<file path="config.mk">
export PLATFORM = sky130hd
export DESIGN_NAME = power_down_wakeup_control
export DESIGN_NICKNAME = d
export VERILOG_FILES = /design/src/hw/pwr_pkg.sv /design/src/hw/power_down_wakeup_control.sv
export SDC_FILE = /design/constraint.sdc
export NUM_CORES = 1
export LEC_CHECK = 0
export ABC_AREA = 1
export BUFFER_PORTS_ARGS = -buffer_cell sky130_fd_sc_hd__buf_4
export CELL_PAD_IN_SITES_DETAIL_PLACEMENT = 0
export CELL_PAD_IN_SITES_GLOBAL_PLACEMENT = 1
export CORE_MARGIN = 2
export CORE_UTILIZATION = 30
export DETAILED_ROUTE_END_ITERATION = 16
export GPL_ROUTABILITY_DRIVEN = 1
export PLACE_DENSITY_LB_ADDON = 0.1
export SETUP_SLACK_MARGIN = 0.4
export SYNTH_ARGS = -nofsm -noshare
export SYNTH_HDL_FRONTEND = slang
export SYNTH_SLANG_ARGS = --single-unit
</file>
<file path="constraint.sdc">
create_clock -name CLOCK -period 1.8 [get_ports CLOCK]
set_input_delay 0.36 -clock CLOCK [delete_from_list [all_inputs] [get_ports CLOCK]]
set_output_delay 0.36 -clock CLOCK [all_outputs]
set_load 0.01 [all_outputs]
</file>
<file path="src/hw/pwr_pkg.sv">
package pwr_pkg;

  // Register byte offsets on the AXI4-Lite slave.
  localparam logic [7:0] CLK_CTRL_OFS = 8'h00;
  localparam logic [7:0] DOG_PERIOD_OFS = 8'h04;
  localparam logic [7:0] PA_WAKE_OFS = 8'h08;
  localparam logic [7:0] STATUS_OFS = 8'h0c;
  localparam logic [7:0] IRQ_STATUS_OFS = 8'h10;
  localparam logic [7:0] IRQ_CLEAR_OFS = 8'h14;
  localparam logic [7:0] IRQ_ENABLE_OFS = 8'h18;

  // Field positions.
  localparam int FAST_KEEP_BIT = 1;
  localparam int SLOW_KEEP_BIT = 0;
  localparam int PWRDN_BIT = 0;
  localparam int TO_BIT = 1;
  localparam int SLEEPING_BIT = 2;
  localparam int EV_HALT_BIT = 0;
  localparam int EV_WAKE_BIT = 1;
  localparam int EV_DOG_BIT = 2;

  // Reset values.
  localparam logic [1:0] CLK_CTRL_RST = 2'h0;
  localparam logic [2:0] DOG_PERIOD_RST = 3'h3;
  localparam logic [2:0] IRQ_ENABLE_RST = 3'h0;

  // Watchdog divide exponents per period-select code.
  localparam int DOG_EXP_0 = 8;
  localparam int DOG_EXP_1 = 10;
  localparam int DOG_EXP_2 = 12;
  localparam int DOG_EXP_3 = 14;
  localparam int DOG_EXP_4 = 15;
  localparam int DOG_EXP_5 = 16;
  localparam int DOG_EXP_6 = 17;
  localparam int DOG_EXP_7 = 18;
  localparam int DOG_CNT_W = 18;

  // AXI response codes.
  localparam logic [1:0] RESP_OKAY = 2'h0;
  localparam logic [1:0] RESP_SLVERR = 2'h2;

  typedef enum logic [4:0] {
    ST_RUN = 5'b00001,
    ST_SLEEP = 5'b00010,
    ST_IDLE_SLOW = 5'b00100,
    ST_IDLE_BOTH = 5'b01000,
    ST_IDLE_FAST = 5'b10000
  } pwr_state_t;

  typedef struct packed {
    logic halt_exec;
    logic clear_dog_exec;
    logic power_up;
  } cpu_cmd_t;

  typedef struct packed {
    logic core_clk_en;
    logic fast_clk_en;
    logic slow_clk_en;
    logic cpu_stalled;
    logic resume_next;
    logic take_vector;
    logic reset_pc_sp;
  } pwr_ctl_t;

endpackage : pwr_pkg

</file>
<file path="src/hw/power_down_wakeup_control.sv">
`timescale 1ns/1ps
// Overview of operation
// - Halt with both keep bits 0 enters sleep; only watchdog runs.
// - Halt with fast keep 0, slow keep 1 stops fast clock, keeps slow.
// - Halt with both keep bits 1 halts core, both clocks keep running.
// - Halt with fast keep 1, slow keep 0 keeps fast clock, stops slow.
// - Every power-down mode stops the core and freezes memory, registers, ports.
// - Halt sets the power-down flag and clears the timeout flag.
// - Halt clears the watchdog counter, which keeps counting afterwards.
// - Wake on enabled port A falling edge, interrupt request, or watchdog overflow.
// - Power-down flag clears only on power-up or clear-watchdog instruction.
// - Watchdog overflow in power-down sets timeout, resets only PC and SP.
// - Each port A pin has a wake enable; wake resumes after halt.
// - Disabled interrupt or full stack wake resumes after halt, request stays pending.
// - Enabled interrupt with stack room wakes into normal vectoring.
// - An interrupt already pending at halt cannot wake the device.
// - Watchdog counts low-speed internal oscillator ticks, about 32kHz.
// - Watchdog divides its source by 2^8 up to 2^18 via three-bit select.
// - Select codes 000..111 give 2^8,10,12,14,15,16,17,18.
// - Fast keep bit at bit 1, slow keep bit at bit 0, 1 enables.
module power_down_wakeup_control
  import pwr_pkg::*;
#(
  parameter int PA_WIDTH = 8,
  parameter int IRQ_WIDTH = 8
)
(
  // Clock and reset.
  input wire logic CLOCK,
  input wire logic RESETN,
  // AXI4-Lite slave.
  input wire logic [7:0] S_AXI_AWADDR,
  input wire logic S_AXI_AWVALID,
  output logic S_AXI_AWREADY,
  input wire logic [31:0] S_AXI_WDATA,
  input wire logic [3:0] S_AXI_WSTRB,
  input wire logic S_AXI_WVALID,
  output logic S_AXI_WREADY,
  output logic [1:0] S_AXI_BRESP,
  output logic S_AXI_BVALID,
  input wire logic S_AXI_BREADY,
  input wire logic [7:0] S_AXI_ARADDR,
  input wire logic S_AXI_ARVALID,
  output logic S_AXI_ARREADY,
  output logic [31:0] S_AXI_RDATA,
  output logic [1:0] S_AXI_RRESP,
  output logic S_AXI_RVALID,
  input wire logic S_AXI_RREADY,
  // Core side, same clock.
  input wire pwr_pkg::cpu_cmd_t CPU_CMD,
  input wire logic [IRQ_WIDTH-1:0] IRQ_REQ,
  input wire logic [IRQ_WIDTH-1:0] IRQ_EN,
  input wire logic STACK_FULL,
  output pwr_pkg::pwr_ctl_t PWR_CTL,
  output logic [IRQ_WIDTH-1:0] IRQ_PENDING,
  // Asynchronous inputs.
  input wire logic [PA_WIDTH-1:0] PORT_A_PIN,
  input wire logic SLOW_OSC_TICK,
  input wire logic FAST_OSC_STABLE,
  // Status and interrupt.
  output logic POWER_DOWN_FLAG,
  output logic WATCHDOG_TIMEOUT_FLAG,
  output logic IRQ
);

  initial
  begin
    if (PA_WIDTH < 1 || PA_WIDTH > 16 || IRQ_WIDTH < 1 || IRQ_WIDTH > 16)
    begin
      $error("power_down_wakeup_control: widths must be 1..16");
    end
  end

  // Synchronisers for pins and oscillator-domain levels.
  logic [PA_WIDTH-1:0] pa_s1_ff, pa_s2_ff, pa_s3_ff;
  logic [2:0] tick_ff;
  logic [1:0] stable_ff;
  always_ff @(posedge CLOCK or negedge RESETN)
  begin
    if (!RESETN)
    begin
      pa_s1_ff <= '1;
      pa_s2_ff <= '1;
      pa_s3_ff <= '1;
      tick_ff <= 3'h0;
      stable_ff <= 2'h0;
    end
    else
    begin
      pa_s1_ff <= PORT_A_PIN;
      pa_s2_ff <= pa_s1_ff;
      pa_s3_ff <= pa_s2_ff;
      tick_ff <= {tick_ff[1:0], SLOW_OSC_TICK};
      stable_ff <= {stable_ff[0], FAST_OSC_STABLE};
    end
  end

  wire slow_tick = tick_ff[1] & ~tick_ff[2];
  wire fast_stable = stable_ff[1];

  // Registers.
  logic [1:0] clk_ctrl_ff;
  logic [2:0] dog_sel_ff;
  logic [PA_WIDTH-1:0] pa_wake_ff;
  logic [2:0] irq_stat_ff, irq_en_ff;
  logic pwrdn_ff, to_ff;
  pwr_state_t state_ff, nxt_state;
  logic [DOG_CNT_W-1:0] dog_cnt_ff;
  logic [IRQ_WIDTH-1:0] masked_ff, pend_ff;
  logic fast_wait_ff;

  wire sleeping = (state_ff != ST_RUN);
  wire halt = CPU_CMD.halt_exec & ~sleeping;

  // Halt mode choice from the two keep bits.
  wire fast_keep = clk_ctrl_ff[FAST_KEEP_BIT];
  wire slow_keep = clk_ctrl_ff[SLOW_KEEP_BIT];
  wire pwr_state_t halt_mode =
    (!fast_keep && !slow_keep) ? ST_SLEEP :
    (!fast_keep && slow_keep) ? ST_IDLE_SLOW :
    (fast_keep && slow_keep) ? ST_IDLE_BOTH :
    ST_IDLE_FAST;

  // Watchdog overflow at the selected division ratio.
  wire [4:0] dog_exp =
    (dog_sel_ff == 3'h0) ? 5'(DOG_EXP_0) :
    (dog_sel_ff == 3'h1) ? 5'(DOG_EXP_1) :
    (dog_sel_ff == 3'h2) ? 5'(DOG_EXP_2) :
    (dog_sel_ff == 3'h3) ? 5'(DOG_EXP_3) :
    (dog_sel_ff == 3'h4) ? 5'(DOG_EXP_4) :
    (dog_sel_ff == 3'h5) ? 5'(DOG_EXP_5) :
    (dog_sel_ff == 3'h6) ? 5'(DOG_EXP_6) :
    5'(DOG_EXP_7);
  wire [DOG_CNT_W:0] dog_limit = (DOG_CNT_W+1)'(1) << dog_exp;
  wire dog_ovf = slow_tick &&
    ({1'b0, dog_cnt_ff} == dog_limit - (DOG_CNT_W+1)'(1));

  // Wake sources.
  wire [PA_WIDTH-1:0] pa_fall = pa_s3_ff & ~pa_s2_ff;
  wire pin_wake = |(pa_fall & pa_wake_ff);
  wire [IRQ_WIDTH-1:0] irq_live = IRQ_REQ & ~masked_ff;
  wire irq_wake = |irq_live;
  wire wake = sleeping && (pin_wake || irq_wake || dog_ovf);
  wire irq_vector = irq_wake && |(irq_live & IRQ_EN) && !STACK_FULL;
  wire dog_wake = sleeping && dog_ovf;

  // Fast clock restart wait applies when the mode had stopped it.
  wire fast_was_off = (state_ff == ST_SLEEP) || (state_ff == ST_IDLE_SLOW);

  always_comb
  begin
    nxt_state = state_ff;
    case (state_ff)
      ST_RUN:
      begin
        if (halt)
        begin
          nxt_state = halt_mode;
        end
      end
      ST_SLEEP, ST_IDLE_SLOW, ST_IDLE_BOTH, ST_IDLE_FAST:
      begin
        if (wake)
        begin
          nxt_state = ST_RUN;
        end
      end
      default:
      begin
        nxt_state = ST_RUN;
      end
    endcase
  end

  // AXI4-Lite slave: write address and data taken in either order.
  logic aw_got_ff, w_got_ff, bvalid_ff, rvalid_ff;
  logic [7:0] awaddr_ff;
  logic [31:0] wdata_ff, rdata_ff;
  logic [1:0] bresp_ff, rresp_ff;
  wire aw_take = S_AXI_AWVALID && !aw_got_ff && !bvalid_ff;
  wire w_take = S_AXI_WVALID && !w_got_ff && !bvalid_ff;
  wire [7:0] wa = aw_got_ff ? awaddr_ff : S_AXI_AWADDR;
  wire [31:0] wd = w_got_ff ? wdata_ff : S_AXI_WDATA;
  wire wr_go = (aw_got_ff || aw_take) && (w_got_ff || w_take);
  wire wr_b0 = wr_go && S_AXI_WSTRB[0];
  wire wr_b1 = wr_go && S_AXI_WSTRB[1];
  wire wr_hit = (wa == CLK_CTRL_OFS) || (wa == DOG_PERIOD_OFS) || (wa == PA_WAKE_OFS) ||
    (wa == IRQ_CLEAR_OFS) || (wa == IRQ_ENABLE_OFS) || (wa == STATUS_OFS) ||
    (wa == IRQ_STATUS_OFS);
  wire wr_clk_ctrl = wr_b0 && (wa == CLK_CTRL_OFS);
  wire wr_dog = wr_b0 && (wa == DOG_PERIOD_OFS);
  wire wr_pa_lo = wr_b0 && (wa == PA_WAKE_OFS);
  wire wr_pa_hi = wr_b1 && (wa == PA_WAKE_OFS);
  wire wr_clr = wr_b0 && (wa == IRQ_CLEAR_OFS);
  wire wr_en = wr_b0 && (wa == IRQ_ENABLE_OFS);
  wire [15:0] pa_wd = {(wr_pa_hi ? wd[15:8] : 8'(16'(pa_wake_ff) >> 8)),
    (wr_pa_lo ? wd[7:0] : 8'(16'(pa_wake_ff)))};
  wire ar_take = S_AXI_ARVALID && !rvalid_ff;
  wire [7:0] ra = S_AXI_ARADDR;
  wire [2:0] status_word = {sleeping, to_ff, pwrdn_ff};
  wire rd_hit = (ra == CLK_CTRL_OFS) || (ra == DOG_PERIOD_OFS) || (ra == PA_WAKE_OFS) ||
    (ra == STATUS_OFS) || (ra == IRQ_STATUS_OFS) || (ra == IRQ_CLEAR_OFS) ||
    (ra == IRQ_ENABLE_OFS);
  wire [31:0] rd_mux =
    (ra == CLK_CTRL_OFS) ? 32'(clk_ctrl_ff) :
    (ra == DOG_PERIOD_OFS) ? 32'(dog_sel_ff) :
    (ra == PA_WAKE_OFS) ? 32'(pa_wake_ff) :
    (ra == STATUS_OFS) ? 32'(status_word) :
    (ra == IRQ_STATUS_OFS) ? 32'(irq_stat_ff) :
    (ra == IRQ_ENABLE_OFS) ? 32'(irq_en_ff) :
    32'h0000_0000;

  always_ff @(posedge CLOCK or negedge RESETN)
  begin
    if (!RESETN)
    begin
      aw_got_ff <= 1'b0;
      w_got_ff <= 1'b0;
      awaddr_ff <= 8'h00;
      wdata_ff <= 32'h0000_0000;
      bvalid_ff <= 1'b0;
      bresp_ff <= RESP_OKAY;
    end
    else if (wr_go)
    begin
      aw_got_ff <= 1'b0;
      w_got_ff <= 1'b0;
      bvalid_ff <= 1'b1;
      bresp_ff <= wr_hit ? RESP_OKAY : RESP_SLVERR;
    end
    else
    begin
      if (aw_take)
      begin
        aw_got_ff <= 1'b1;
        awaddr_ff <= S_AXI_AWADDR;
      end
      if (w_take)
      begin
        w_got_ff <= 1'b1;
        wdata_ff <= S_AXI_WDATA;
      end
      if (S_AXI_BREADY)
      begin
        bvalid_ff <= 1'b0;
      end
    end
  end

  always_ff @(posedge CLOCK or negedge RESETN)
  begin
    if (!RESETN)
    begin
      rvalid_ff <= 1'b0;
      rdata_ff <= 32'h0000_0000;
      rresp_ff <= RESP_OKAY;
    end
    else if (ar_take)
    begin
      rvalid_ff <= 1'b1;
      rdata_ff <= rd_mux;
      rresp_ff <= rd_hit ? RESP_OKAY : RESP_SLVERR;
    end
    else if (S_AXI_RREADY)
    begin
      rvalid_ff <= 1'b0;
    end
  end

  // Software registers.
  always_ff @(posedge CLOCK or negedge RESETN)
  begin
    if (!RESETN)
    begin
      clk_ctrl_ff <= CLK_CTRL_RST;
      dog_sel_ff <= DOG_PERIOD_RST;
      pa_wake_ff <= '0;
      irq_en_ff <= IRQ_ENABLE_RST;
    end
    else
    begin
      if (wr_clk_ctrl)
      begin
        clk_ctrl_ff <= wd[1:0];
      end
      if (wr_dog)
      begin
        dog_sel_ff <= wd[2:0];
      end
      if (wr_pa_lo || wr_pa_hi)
      begin
        pa_wake_ff <= pa_wd[PA_WIDTH-1:0];
      end
      if (wr_en)
      begin
        irq_en_ff <= wd[2:0];
      end
    end
  end

  // Sticky events: a new event in the clearing cycle survives.
  wire [2:0] ev_now = {dog_wake, wake, halt};
  wire [2:0] clr_mask = wr_clr ? wd[2:0] : 3'h0;

  // Power-down and timeout flags, state, watchdog.
  always_ff @(posedge CLOCK or negedge RESETN)
  begin
    if (!RESETN)
    begin
      pwrdn_ff <= 1'b0;
      to_ff <= 1'b0;
      state_ff <= ST_RUN;
      dog_cnt_ff <= '0;
      irq_stat_ff <= 3'h0;
    end
    else
    begin
      state_ff <= nxt_state;
      irq_stat_ff <= (irq_stat_ff & ~clr_mask) | ev_now;
      if (CPU_CMD.power_up || CPU_CMD.clear_dog_exec)
      begin
        pwrdn_ff <= 1'b0;
      end
      else if (halt)
      begin
        pwrdn_ff <= 1'b1;
      end
      if (halt)
      begin
        to_ff <= 1'b0;
      end
      else if (dog_ovf)
      begin
        to_ff <= 1'b1;
      end
      if (halt || CPU_CMD.clear_dog_exec || dog_ovf)
      begin
        dog_cnt_ff <= '0;
      end
      else if (slow_tick)
      begin
        dog_cnt_ff <= dog_cnt_ff + 1'b1;
      end
    end
  end

  // Requests pending at halt are masked from waking until they drop.
  always_ff @(posedge CLOCK or negedge RESETN)
  begin
    if (!RESETN)
    begin
      masked_ff <= '0;
      pend_ff <= '0;
      fast_wait_ff <= 1'b0;
    end
    else
    begin
      if (halt)
      begin
        masked_ff <= IRQ_REQ;
      end
      else
      begin
        masked_ff <= masked_ff & IRQ_REQ;
      end
      if (wake && irq_wake && !irq_vector)
      begin
        pend_ff <= pend_ff | irq_live;
      end
      else
      begin
        pend_ff <= pend_ff & IRQ_REQ & ~(IRQ_EN & {IRQ_WIDTH{!STACK_FULL}});
      end
      if (wake && fast_was_off)
      begin
        fast_wait_ff <= 1'b1;
      end
      else if (fast_stable)
      begin
        fast_wait_ff <= 1'b0;
      end
    end
  end

  // Registered outputs toward the core.
  pwr_ctl_t ctl_ff, nxt_ctl;
  always_comb
  begin
    nxt_ctl = '0;
    nxt_ctl.fast_clk_en = (nxt_state == ST_RUN) || (nxt_state == ST_IDLE_BOTH) ||
      (nxt_state == ST_IDLE_FAST);
    nxt_ctl.slow_clk_en = (nxt_state == ST_IDLE_SLOW) || (nxt_state == ST_IDLE_BOTH) ||
      (nxt_state == ST_RUN);
    nxt_ctl.cpu_stalled = (nxt_state != ST_RUN);
    nxt_ctl.core_clk_en = (nxt_state == ST_RUN) &&
      !((wake && fast_was_off) || (fast_wait_ff && !fast_stable));
    nxt_ctl.resume_next = wake && !dog_wake && !irq_vector;
    nxt_ctl.take_vector = wake && !dog_wake && irq_vector;
    nxt_ctl.reset_pc_sp = dog_wake;
  end

  always_ff @(posedge CLOCK or negedge RESETN)
  begin
    if (!RESETN)
    begin
      ctl_ff <= pwr_ctl_t'(7'h70);
      IRQ <= 1'b0;
      IRQ_PENDING <= '0;
    end
    else
    begin
      ctl_ff <= nxt_ctl;
      IRQ <= |(((irq_stat_ff & ~clr_mask) | ev_now) & irq_en_ff);
      IRQ_PENDING <= pend_ff;
    end
  end

  assign PWR_CTL = ctl_ff;
  assign POWER_DOWN_FLAG = pwrdn_ff;
  assign WATCHDOG_TIMEOUT_FLAG = to_ff;
  assign S_AXI_AWREADY = aw_take;
  assign S_AXI_WREADY = w_take;
  assign S_AXI_BVALID = bvalid_ff;
  assign S_AXI_BRESP = bresp_ff;
  assign S_AXI_ARREADY = ar_take;
  assign S_AXI_RVALID = rvalid_ff;
  assign S_AXI_RDATA = rdata_ff;
  assign S_AXI_RRESP = rresp_ff;

endmodule : power_down_wakeup_control

</file>
==> results.toml, run 1 <==
[synthesis]
postSynthAreaPerCell_um2 = 8.42
postSynth.topFlopCell = "sky130_fd_sc_hd__dfrtp_1"
synthTopCellsByArea = "sky130_fd_sc_hd__dfrtp_1 (43%), sky130_fd_sc_hd__dfstp_2 (13%), sky130_fd_sc_hd__nand2_1 (10%)"
synth.ff_latch_count = 136
syn-instance-count = 736
ys_types = 41
synth_enable_flop_cells = 0
yosys.area.top_type = "sky130_fd_sc_hd__dfrtp_1"
yosysWarnings = 0
synthArstFlopShare = 1.00
syn-cell-area_um2 = 6200
synth_top_area_frac = 0.428
synth-seq-area-share = 0.555

[cts]
number_of_buffers_created_by_cts = 17
clkSinkCount = 136
path_clk_slew_ns = 0.07
cts_tree = "yes"
clock_latency_reported_for_the_late_side_of_the_worst_skew_pair_ns = 0.43
cts.path.max_buffers = 2
root_buffer = "sky130_fd_sc_hd__clkbuf_16"
ctsHtreeMaxLevel = 4

[floorplanning]
coreArea_um2 = 20200
area_of_the_die_um2 = 21800
initial_utilization = 0.306
floorplan.rows = 52
die_height_um = 148
io_pins = 148
die_width_um = 148

[worst_setup_path]
r2r_end = "PWR_CTL[4]"
worst_ep_required_time_ns = 2.14
rr_startpoint = "dog_sel_ff[1]"
setup.worst_path.class = "register to register"
data_arrival_critical_path_ns = 2.13
cp_max_fo = 8
rr_worst_depth = 11
r2r_setup_slack_ns = 0.01
end_kind = "register"
type_of_element_launching_the_critical_path = "register"

[power_and_ir_drop]
power_internal_uw = 7420
clock_power_share = 0.320
power_switching_share = 0.335
seq_power_share = 0.366
share_comb_of_total_power = 0.314
vdd_drop_max_uv = 726
power.switching_uw = 3740
p_per_area_nw_per_um2 = 1200
static-leakage-power_uw = 0.00455

[worst_hold_path]
hold_path_class = "primary input to register"
whs_endpoint = "stable_ff[0]"
hold_path_depth = 1
hold_path.startpoint = "FAST_OSC_STABLE"

[sta]
final.period_utilization = 0.993
worst_hold_slack_ns = 0.0427
setup_total_negative_slack_ns = 0
clock-skew-final_ns = 0.0163
max_freq_mhz = 560
hold_viol = 0
timing.final.crit_period_ns = 1.79
grt_setup_unrepaired = "true"
finalMaxSlewViolations = 0
finalSetupViolations = 0

[place]
postPlaceCellArea_um2 = 7660
detailedPlacementHpwl_um = 11600
io_buffer_count = 94
place_congestion = 0.754

[finish]
layout.cells.most_common_list = "sky130_fd_sc_hd__buf_4 (173), sky130_fd_sc_hd__nand2_1 (138), sky130_fd_sc_hd__dfrtp_1 (102)"
final_design_area_no_fill_um2 = 9290
multi_input_comb_area_um2 = 2820
antenna_diode_count = 0
largest_reg_flops = 18
fillers = 1997
registers.top_by_ff_count = "dog_cnt_ff"
sequential_cell_area_um2 = 3450
nNetsFinal = 1045
drive_gt1_frac = 0.430
layout.cells.most_common = "sky130_fd_sc_hd__buf_4"
synthToLayoutAreaGrowth_pct = 49.9

[global_routing]
grt_first_pass_wirelength_um = 26800
grt_remaining_overflow = 0
grt_antenna_before_repair = 0
number_of_global_route_vias_before_repair = 5468
global_routing_usage_summed_across_all_routing_layers = 0.154
grt_max_degree = 49

[run_status]
run_status = "completed"

[drt]
post-route-drc-count = 0
routed-via-count = 5428
postRouteWirelength_um = 16400
post_drt_via_cell_ratio = 4.39
postRouteAntennaNets = 0
dr.pass1.iters = 5
routedWlPerCell_um = 13.3
dr.first_iter.drc_count = 164

[flow_run]
maxCapViolations = 0
[kinds of logic after synthesis]
| family | count (synthesis) | synth area share |
|---|---|---|
| DFF | 136 | 0.555 |
| buffers and inverters | 130 | 0.0965 |
| xor gates and xnor gates | 9 | 0.0127 |
| and+or+nand+nor | 351 | 0.235 |
| other | 2 | 0.00121 |
| AOI/OAI and AO/OA | 106 | 0.0959 |
| adders and majority gates | 2 | 0.00404 |
[per-stage QoR]
step	worst slack, ns	total power [uW]	cells	util
floorplan	0.171	5320	762	-
global placement	-0.00592	6510	1157	0.379
detailed placement	-0.0327	6560	1157	0.379
CTS	0.0679	10800	1212	0.434
global route	-0.0609	11900	1237	0.459
finish	0.0133	11200	1237	0.459
[routing by layer]
metal,global-route usage,vias to the layer above,share of wire
li1,-,2728,-
met1,0.204,2593,0.47
met2,0.254,100,0.48
met3,0.0398,7,0.041
met4,0.0361,0,0.0055
met5,0,-,0
[power groups by stage]
stage               clock (uW)  sequential [uW]  combinational (uW)
floorplan                    0             4070                1260
global placement             0             4060                2450
detailed placement           0             4080                2480
CTS                       3690             4060                3030
global route              3830             4160                3890
finish                    3580             4080                3510
[how the worst max path moves through the flow]
stage,startpoint,endpoint,depth (start not counted)
after floorplan,aw_got_ff,pa_wake_ff[1],13
final,dog_sel_ff[1],PWR_CTL[4],11
after detailed placement,aw_got_ff,pa_wake_ff[3],11
after global placement,aw_got_ff,pa_wake_ff[5],11
after global routing,dog_sel_ff[1],PWR_CTL[4],12
after CTS,aw_got_ff,pa_wake_ff[3],12
[worst max-delay path, cell delays in order, from the launching register on]
cell and delay [ns]:
sky130_fd_sc_hd__dfstp_2 0.64, sky130_fd_sc_hd__buf_6 0.13, sky130_fd_sc_hd__nand3_4 0.05, sky130_fd_sc_hd__nand2_1 0.07, sky130_fd_sc_hd__nand2_2 0.07, sky130_fd_sc_hd__nor2_4 0.13, sky130_fd_sc_hd__nand4_1 0.13, sky130_fd_sc_hd__buf_6 0.17
sky130_fd_sc_hd__nand3_2 0.08, sky130_fd_sc_hd__nand2_2 0.07, sky130_fd_sc_hd__nor2_1 0.11, sky130_fd_sc_hd__nand2_1 0.06
[cells in the mapped netlist (5+ instances only)]
master                     count
sky130_fd_sc_hd__inv_1        91
sky130_fd_sc_hd__xor2_1        8
sky130_fd_sc_hd__nor2_1      102
sky130_fd_sc_hd__o21ai_1       5
sky130_fd_sc_hd__a21boi_0      5
sky130_fd_sc_hd__o21ai_0      58
sky130_fd_sc_hd__a21oi_1      21
sky130_fd_sc_hd__dfstp_2      30
sky130_fd_sc_hd__nor3_1       11
sky130_fd_sc_hd__nand2_1     172
sky130_fd_sc_hd__buf_4        26
sky130_fd_sc_hd__nand3_1      43
sky130_fd_sc_hd__nand4_1       8
sky130_fd_sc_hd__dfrtp_1     106
sky130_fd_sc_hd__a21oi_2       5
[timing repair]
item | CTS | global route
gates resized for setup | 103 | 104
gates cloned | 1 | 0
pin swaps | 24 | 49
hold endpoints to repair | 25 | 0
buffers inserted | 21 | 25
endpoints found under the setup margin | 91 | 92
hold buffers | 1 | 0
[area by class of cell]
class | count | share of cell area
Inverter | 95 | 0.0392
Clock buffer | 19 | 0.0512
Timing Repair Buffer | 207 | 0.184
Clock inverter | 13 | 0.0149
Tap cell | 270 | 0.0364
Sequential cell | 136 | 0.371
Multi-Input combinational cell | 497 | 0.303
Power figures use the tool's default switching activity.
==> inputs of run 2 (changes only) <==
--- a/config.mk
+++ b/config.mk
@@ -5,7 +5,6 @@
 export SDC_FILE = /design/constraint.sdc
 export NUM_CORES = 1
 export LEC_CHECK = 0
-export ABC_AREA = 1
 export BUFFER_PORTS_ARGS = -buffer_cell sky130_fd_sc_hd__buf_4
 export CELL_PAD_IN_SITES_DETAIL_PLACEMENT = 0
 export CELL_PAD_IN_SITES_GLOBAL_PLACEMENT = 1
==> run 2 against run 1 <==
Against the previous run: the flow now finishes with violations (negative setup slack); setup slack worse by 0.38 ns; clock skew is 0.0060 ns lower; sequential share of layout area is 0.91 points lower; combinational power is 10% lower; sequential power is 4% lower; cell area is 2.4% higher; via count is 11% lower; non-clock buffer count is 20 higher; wire length is 1.1% lower; hold slack worse by 0.0062 ns.
==> results.toml, run 2 <==
[run_status]
run_status = "complete, but fails checks"
violations_in_the_final_reports = "negative setup slack"

[drt]
route.top_layer_used = "met4"
routed-via-count = 4846
dr.first_iter.drc_count = 164
post-route-drc-count = 0
postRouteWirelength_um = 16300
route.met2.wl_um = 7870
postRouteAntennaNets = 0
dr.pass1.iters = 4
routedWlPerCell_um = 15.4
post_drt_via_cell_ratio = 4.60
route.met3.wl_um = 643
routed_met1_length_um = 7490

[sta]
clock-skew-final_ns = 0.0102
hold_viol = 0
worst_hold_slack_ns = 0.0364
max_freq_mhz = 461
finalSetupViolations = 51
final.period_utilization = 1.21
finalMaxSlewViolations = 0
final.setup.worst_slack_ns = -0.371
timing.final.crit_period_ns = 2.17
grt_setup_unrepaired = "true"

[finish]
utilization = 0.472
registers.top_by_ff_count = "dog_cnt_ff"
drive_gt1_frac = 0.533
nNetsFinal = 861
antenna_diode_count = 0
fillers = 1878
layout.cells.most_common = "sky130_fd_sc_hd__buf_4"
synthToLayoutAreaGrowth_pct = 55.0
layout.cells.most_common_list = "sky130_fd_sc_hd__buf_4 (177), sky130_fd_sc_hd__dfrtp_1 (104), sky130_fd_sc_hd__buf_6 (38)"
largest_reg_flops = 18

[synthesis]
synthArstFlopShare = 1.00
yosys-top-cells-count = "sky130_fd_sc_hd__dfrtp_1 (106), sky130_fd_sc_hd__nor2_1 (43), sky130_fd_sc_hd__nand2_1 (42)"
postSynth.topFlopCell = "sky130_fd_sc_hd__dfrtp_1"
synth_enable_flop_cells = 0
synth_top_area_frac = 0.432
yosysWarnings = 0
yosysMostFrequentCell = "sky130_fd_sc_hd__dfrtp_1"
syn-cell-area_um2 = 6140
postSynthAreaPerCell_um2 = 11.4
synth-seq-area-share = 0.560
syn-instance-count = 539
synthTopCellsByArea = "sky130_fd_sc_hd__dfrtp_1 (43%), sky130_fd_sc_hd__dfstp_2 (13%), sky130_fd_sc_hd__mux2_2 (4.0%)"
yosys.area.top_type = "sky130_fd_sc_hd__dfrtp_1"
ys_types = 66
synth.ff_latch_count = 136

[worst_setup_path]
worst_ep_required_time_ns = 2.11
type_of_element_launching_the_critical_path = "register"
cp_max_fo = 4
data_arrival_critical_path_ns = 2.48
delay_heaviest_family_cp = "simple AND/OR/NAND/NOR gates"
crit_slowest_cell = "sky130_fd_sc_hd__or4b_1"
end_kind = "register"
crit_chain = "or4b_1 -> a222oi_1 -> buf_4 -> and3_4 -> nand2_4 -> mux2_4"
max_stage_delay_ns = 0.52
setup.worst_path.class = "register to register"
path_buf_inv = 1

[power_and_ir_drop]
vdd_drop_max_uv = 606
p_per_area_nw_per_um2 = 1120
static-leakage-power_uw = 0.00436

[global_routing]
number_of_global_route_vias_before_repair = 4986
global_routing_usage_summed_across_all_routing_layers = 0.157
grt_antenna_before_repair = 0
grt_max_degree = 60
grt_first_pass_wirelength_um = 26600
grt_remaining_overflow = 0

[floorplanning]
area_of_the_die_um2 = 21600
initial_utilization = 0.304
die_width_um = 147
coreArea_um2 = 20200
floorplan.rows = 52
die_height_um = 147
io_pins = 148

[cts]
ctsHtreeMaxLevel = 4
cts.path.max_buffers = 2
clock_latency_reported_for_the_late_side_of_the_worst_skew_pair_ns = 0.42
cts_tree = "yes"
clkSinkCount = 136
path_clk_slew_ns = 0.07
root_buffer = "sky130_fd_sc_hd__clkbuf_16"
number_of_buffers_created_by_cts = 17

[place]
place_congestion = 0.774
placement.setup.worst_slack_ns = -0.434
detailedPlacementHpwl_um = 11300
io_buffer_count = 94

[worst_hold_path]
hold_path_class = "primary input to register"

[flow_run]
maxCapViolations = 0
[run 2: final timing paths]
check	startpoint	end	slack, ns	cells past startpoint
setup / recovery	awaddr_ff[7]	pa_wake_ff[1]	-0.37	6
hold / removal	PORT_A_PIN[2]	pa_s1_ff[2]	0.04	1
setup reg to reg	awaddr_ff[7]	pa_wake_ff[1]	-0.37	6
hold reg to reg	pa_s1_ff[5]	pa_s2_ff[5]	0.36	0
max in group asynchronous	RESETN	pa_s3_ff[2]	0.80	3
min in group asynchronous	RESETN	state_ff[4]	0.36	2
[run 2: metal layers]
layer / vias up / track usage
met5: - / 0
met4: 0 / 0.0524
met3: 21 / 0.0326
met2: 111 / 0.252
met1: 2381 / 0.211
li1: 2333 / -
[run 2: timing repair]
item / 4_1_cts / 5_1_grt
setup endpoints to repair: 93 / 94
gates cloned: 4 / 0
pin swaps: 20 / 16
endpoints found under the hold margin: 17 / 0
setup buffers: 20 / 9
hold buffers: 1 / 0
resized for setup: 114 / 54
[run 2: worst reg2reg max path, delay by kind of cell, from the launching register on]
family	cells	cell delay, ns
buffers and inverters	1	0.19
multiplexers	1	0.29
flip-flops	1	0.37
AND/OR/NAND/NOR	3	0.84
AO/OA/AOI/OAI	1	0.36
[run 2: final cells by class]
class,instances,area [um2],share of cell area
clock inverter,15,170,0.0179
tap,270,338,0.0355
sequential,136,3440,0.362
clock buffer,17,425,0.0447
multi-input combinational,370,3060,0.322
timing repair buffer,227,2010,0.211
inverter,18,67.6,0.00710
[run 2: kinds of logic (layout without fill, tap and decap cells)]
family	after synthesis	in the layout	synth area share
other	2	28	0.00122
buffers and inverters	59	277	0.0540
xor gates and xnor gates	22	22	0.0314
AOI/OAI and AO/OA	102	102	0.116
muxes	42	42	0.0827
DFF	136	136	0.560
adders and majority gates	2	2	0.00407
and+or+nand+nor	174	174	0.150
[run 2: power by group]
group	total, uW	internal [uW]	leakage (uW)	switching [uW]
combinational	3160	1800	0.00238	1370
sequential	3910	3600	0.00168	313
clock	3550	1990	0.000298	1560
[run 2: through the flow]
stage	power (uW)	setup TNS, ns	instance area [um2]	std cells
3_5_place_dp	6350	-17.63	7930	987
6_report	10600	-13.34	9520	1053
4_1_cts	10600	-11.47	9200	1044
3_3_place_gp	6300	-17.36	7930	987
5_1_grt	11200	-16.26	9520	1053
2_1_floorplan	5230	-5.27	6420	565
==> inputs of run 3 (changes only) <==
--- a/config.mk
+++ b/config.mk
@@ -17,3 +17,4 @@
 export SYNTH_ARGS = -nofsm -noshare
 export SYNTH_HDL_FRONTEND = slang
 export SYNTH_SLANG_ARGS = --single-unit
+export TNS_END_PERCENT = 50
==> constraint.sdc (replaced) <==
create_clock -name CLOCK -period 2 [get_ports CLOCK]
set_input_delay 0.4 -clock CLOCK [delete_from_list [all_inputs] [get_ports CLOCK]]
set_output_delay 0.4 -clock CLOCK [all_outputs]
set_load 0.01 [all_outputs]
==> run 3 against run 2 <==
Against the previous run: the flow still finishes with violations (negative setup slack); flip-flop and latch count stayed put; sequential power is 9.7% lower; first-iteration DRC count is 29% higher.
==> results.toml, run 3 (synthesized netlist as in run 2, its figures left out) <==
[worst_setup_path]
max_stage_delay_ns = 0.53
setup.worst_path.class = "register to register"
delay_heaviest_family_cp = "simple AND/OR/NAND/NOR gates"
crit_slowest_cell = "sky130_fd_sc_hd__or4b_1"
rr_startpoint = "awaddr_ff[7]"
cp_max_fo = 4
r2r_end = "clk_ctrl_ff[1]"
rr_worst_depth = 6
type_of_element_launching_the_critical_path = "register"
path_buf_inv = 1
r2r_setup_slack_ns = -0.17
data_arrival_critical_path_ns = 2.48
worst_ep_required_time_ns = 2.31
crit_chain = "or4b_1 -> a222oi_1 -> buf_4 -> and3_4 -> nand3_4 -> mux2_4"
end_kind = "register"

[power_and_ir_drop]
power.switching_uw = 2720
report.power.total_uw = 8870
power_switching_share = 0.307
seq_power_share = 0.398
p_per_area_nw_per_um2 = 1000
clock_power_share = 0.353
vdd_drop_max_uv = 541
share_comb_of_total_power = 0.249
static-leakage-power_uw = 0.00398
power_internal_uw = 6150

[global_routing]
number_of_global_route_vias_before_repair = 4708
global_routing_usage_summed_across_all_routing_layers = 0.151
grt_max_degree = 42
grt_first_pass_wirelength_um = 25400
grt_remaining_overflow = 0
grt_antenna_before_repair = 0

[floorplanning]
area_of_the_die_um2 = 21600
coreArea_um2 = 20200
io_pins = 148
initial_utilization = 0.304
die_height_um = 147
die_width_um = 147
floorplan.rows = 52

[cts]
number_of_buffers_created_by_cts = 17
path_clk_slew_ns = 0.07
clock_latency_reported_for_the_late_side_of_the_worst_skew_pair_ns = 0.42
root_buffer = "sky130_fd_sc_hd__clkbuf_16"
clkSinkCount = 136
cts_tree = "yes"
cts.path.max_buffers = 2
ctsHtreeMaxLevel = 4

[finish]
layout.cells.most_common_list = "sky130_fd_sc_hd__buf_4 (152), sky130_fd_sc_hd__dfrtp_1 (105), sky130_fd_sc_hd__nand2_1 (35)"
layout.cells.most_common = "sky130_fd_sc_hd__buf_4"
synthToLayoutAreaGrowth_pct = 44.4
finish.cell_count_without_fillers = 1003
largest_reg_flops = 18
nNetsFinal = 811
drive_gt1_frac = 0.495
antenna_diode_count = 0
registers.top_by_ff_count = "dog_cnt_ff"

[worst_hold_path]
whs_endpoint = "pa_s1_ff[3]"
hold_path_depth = 1
hold_path.startpoint = "PORT_A_PIN[3]"
hold_path_class = "primary input to register"

[place]
place_congestion = 0.764
io_buffer_count = 94
post-place-cells = 955
detailedPlacementHpwl_um = 11200

[drt]
post-route-drc-count = 0
routed-via-count = 4645
postRouteWirelength_um = 15800
dr.pass1.iters = 5
post_drt_via_cell_ratio = 4.63
postRouteAntennaNets = 0
dr.first_iter.drc_count = 212
routedWlPerCell_um = 15.7

[sta]
final.setup.worst_slack_ns = -0.166
worst_hold_slack_ns = 0.0795
setup_total_negative_slack_ns = -3.86
timing.final.crit_period_ns = 2.17
clock-skew-final_ns = 0.0115
grt_setup_unrepaired = "true"
final.period_utilization = 1.08
finalMaxSlewViolations = 0
finalSetupViolations = 40
tightestPinTransition_ns = 0.630
max_freq_mhz = 462
hold_viol = 0
max_slew_margin = 0.576

[flow_run]
maxCapViolations = 0

[run_status]
violations_in_the_final_reports = "negative setup slack"
run_status = "complete, but fails checks"
run 3: cell count changes in the layout (fill, tap and decap cells not counted), moves of 3 or more:
cell	change
sky130_fd_sc_hd__buf_4	-25
sky130_fd_sc_hd__buf_6	-22
sky130_fd_sc_hd__clkinv_4	+4
sky130_fd_sc_hd__inv_8	-3
sky130_fd_sc_hd__mux2_2	+16
sky130_fd_sc_hd__mux2_4	-16
sky130_fd_sc_hd__nand2_1	+3
sky130_fd_sc_hd__nor2_1	+3
sky130_fd_sc_hd__nor2b_4	-3
sky130_fd_sc_hd__o21ai_1	-5
sky130_fd_sc_hd__o21ai_2	+7
run 3: final cells by class:
class	instances	area, um2
clock buffer	17	425
fill	1943	11300
sequential	136	3440
multi-input combinational	370	2930
timing repair buffer	177	1510
inverter	18	67.6
clock inverter	15	158
tap	270	338
run 3: through the flow:
step / utilization / setup WS (ns) / area [um2]
floorplan: - / -0.123 / 6290
global placement: 0.377 / -0.297 / 7600
detailed placement: 0.377 / -0.333 / 7600
CTS: 0.423 / -0.163 / 8530
global route: 0.440 / -0.318 / 8870
finish: 0.440 / -0.166 / 8870
run 3: metal layers:
metal	track usage	vias up	part of all wire
li1	-	2225	-
met1	0.195	2327	0.44
met2	0.251	81	0.51
met3	0.0401	12	0.034
met4	0.0428	0	0.011
met5	0	-	0
run 3: timing repair:
item                                    4_1_cts  5_1_grt
gates cloned                                  2        1
resized for setup                            80       57
endpoints found under the setup margin       65       81
buffers inserted                              5        7
pin swaps                                    32       21
endpoints found under the hold margin        31        0
hold buffers                                  1        0
run 3: how the worst max path moves through the flow:
stage	depth (start not counted)	startpoint	endpoint
6_report	6	awaddr_ff[7]	clk_ctrl_ff[1]
5_1_grt	6	awaddr_ff[7]	clk_ctrl_ff[1]
4_1_cts	6	awaddr_ff[7]	clk_ctrl_ff[1]
3_5_place_dp	9	S_AXI_AWADDR[5]	pa_wake_ff[4]
3_3_place_gp	7	S_AXI_AWADDR[5]	clk_ctrl_ff[1]
2_1_floorplan	5	aw_got_ff	clk_ctrl_ff[0]
run 3: power by group through the flow:
stage	combinational, uW	clock, uW	sequential [uW]
2_1_floorplan	1070	0	3530
5_1_grt	2410	3350	3590
4_1_cts	2090	3230	3540
6_report	2210	3130	3530
3_5_place_dp	1880	0	3570
3_3_place_gp	1850	0	3560
run 3: worst reg2reg max path: stages, from the launching register on:
cell                       delay [ns]
sky130_fd_sc_hd__dfrtp_1         0.37
sky130_fd_sc_hd__or4b_1          0.53
sky130_fd_sc_hd__a222oi_1        0.34
sky130_fd_sc_hd__buf_4           0.19
sky130_fd_sc_hd__and3_4          0.23
sky130_fd_sc_hd__nand3_4         0.09
sky130_fd_sc_hd__mux2_4          0.31
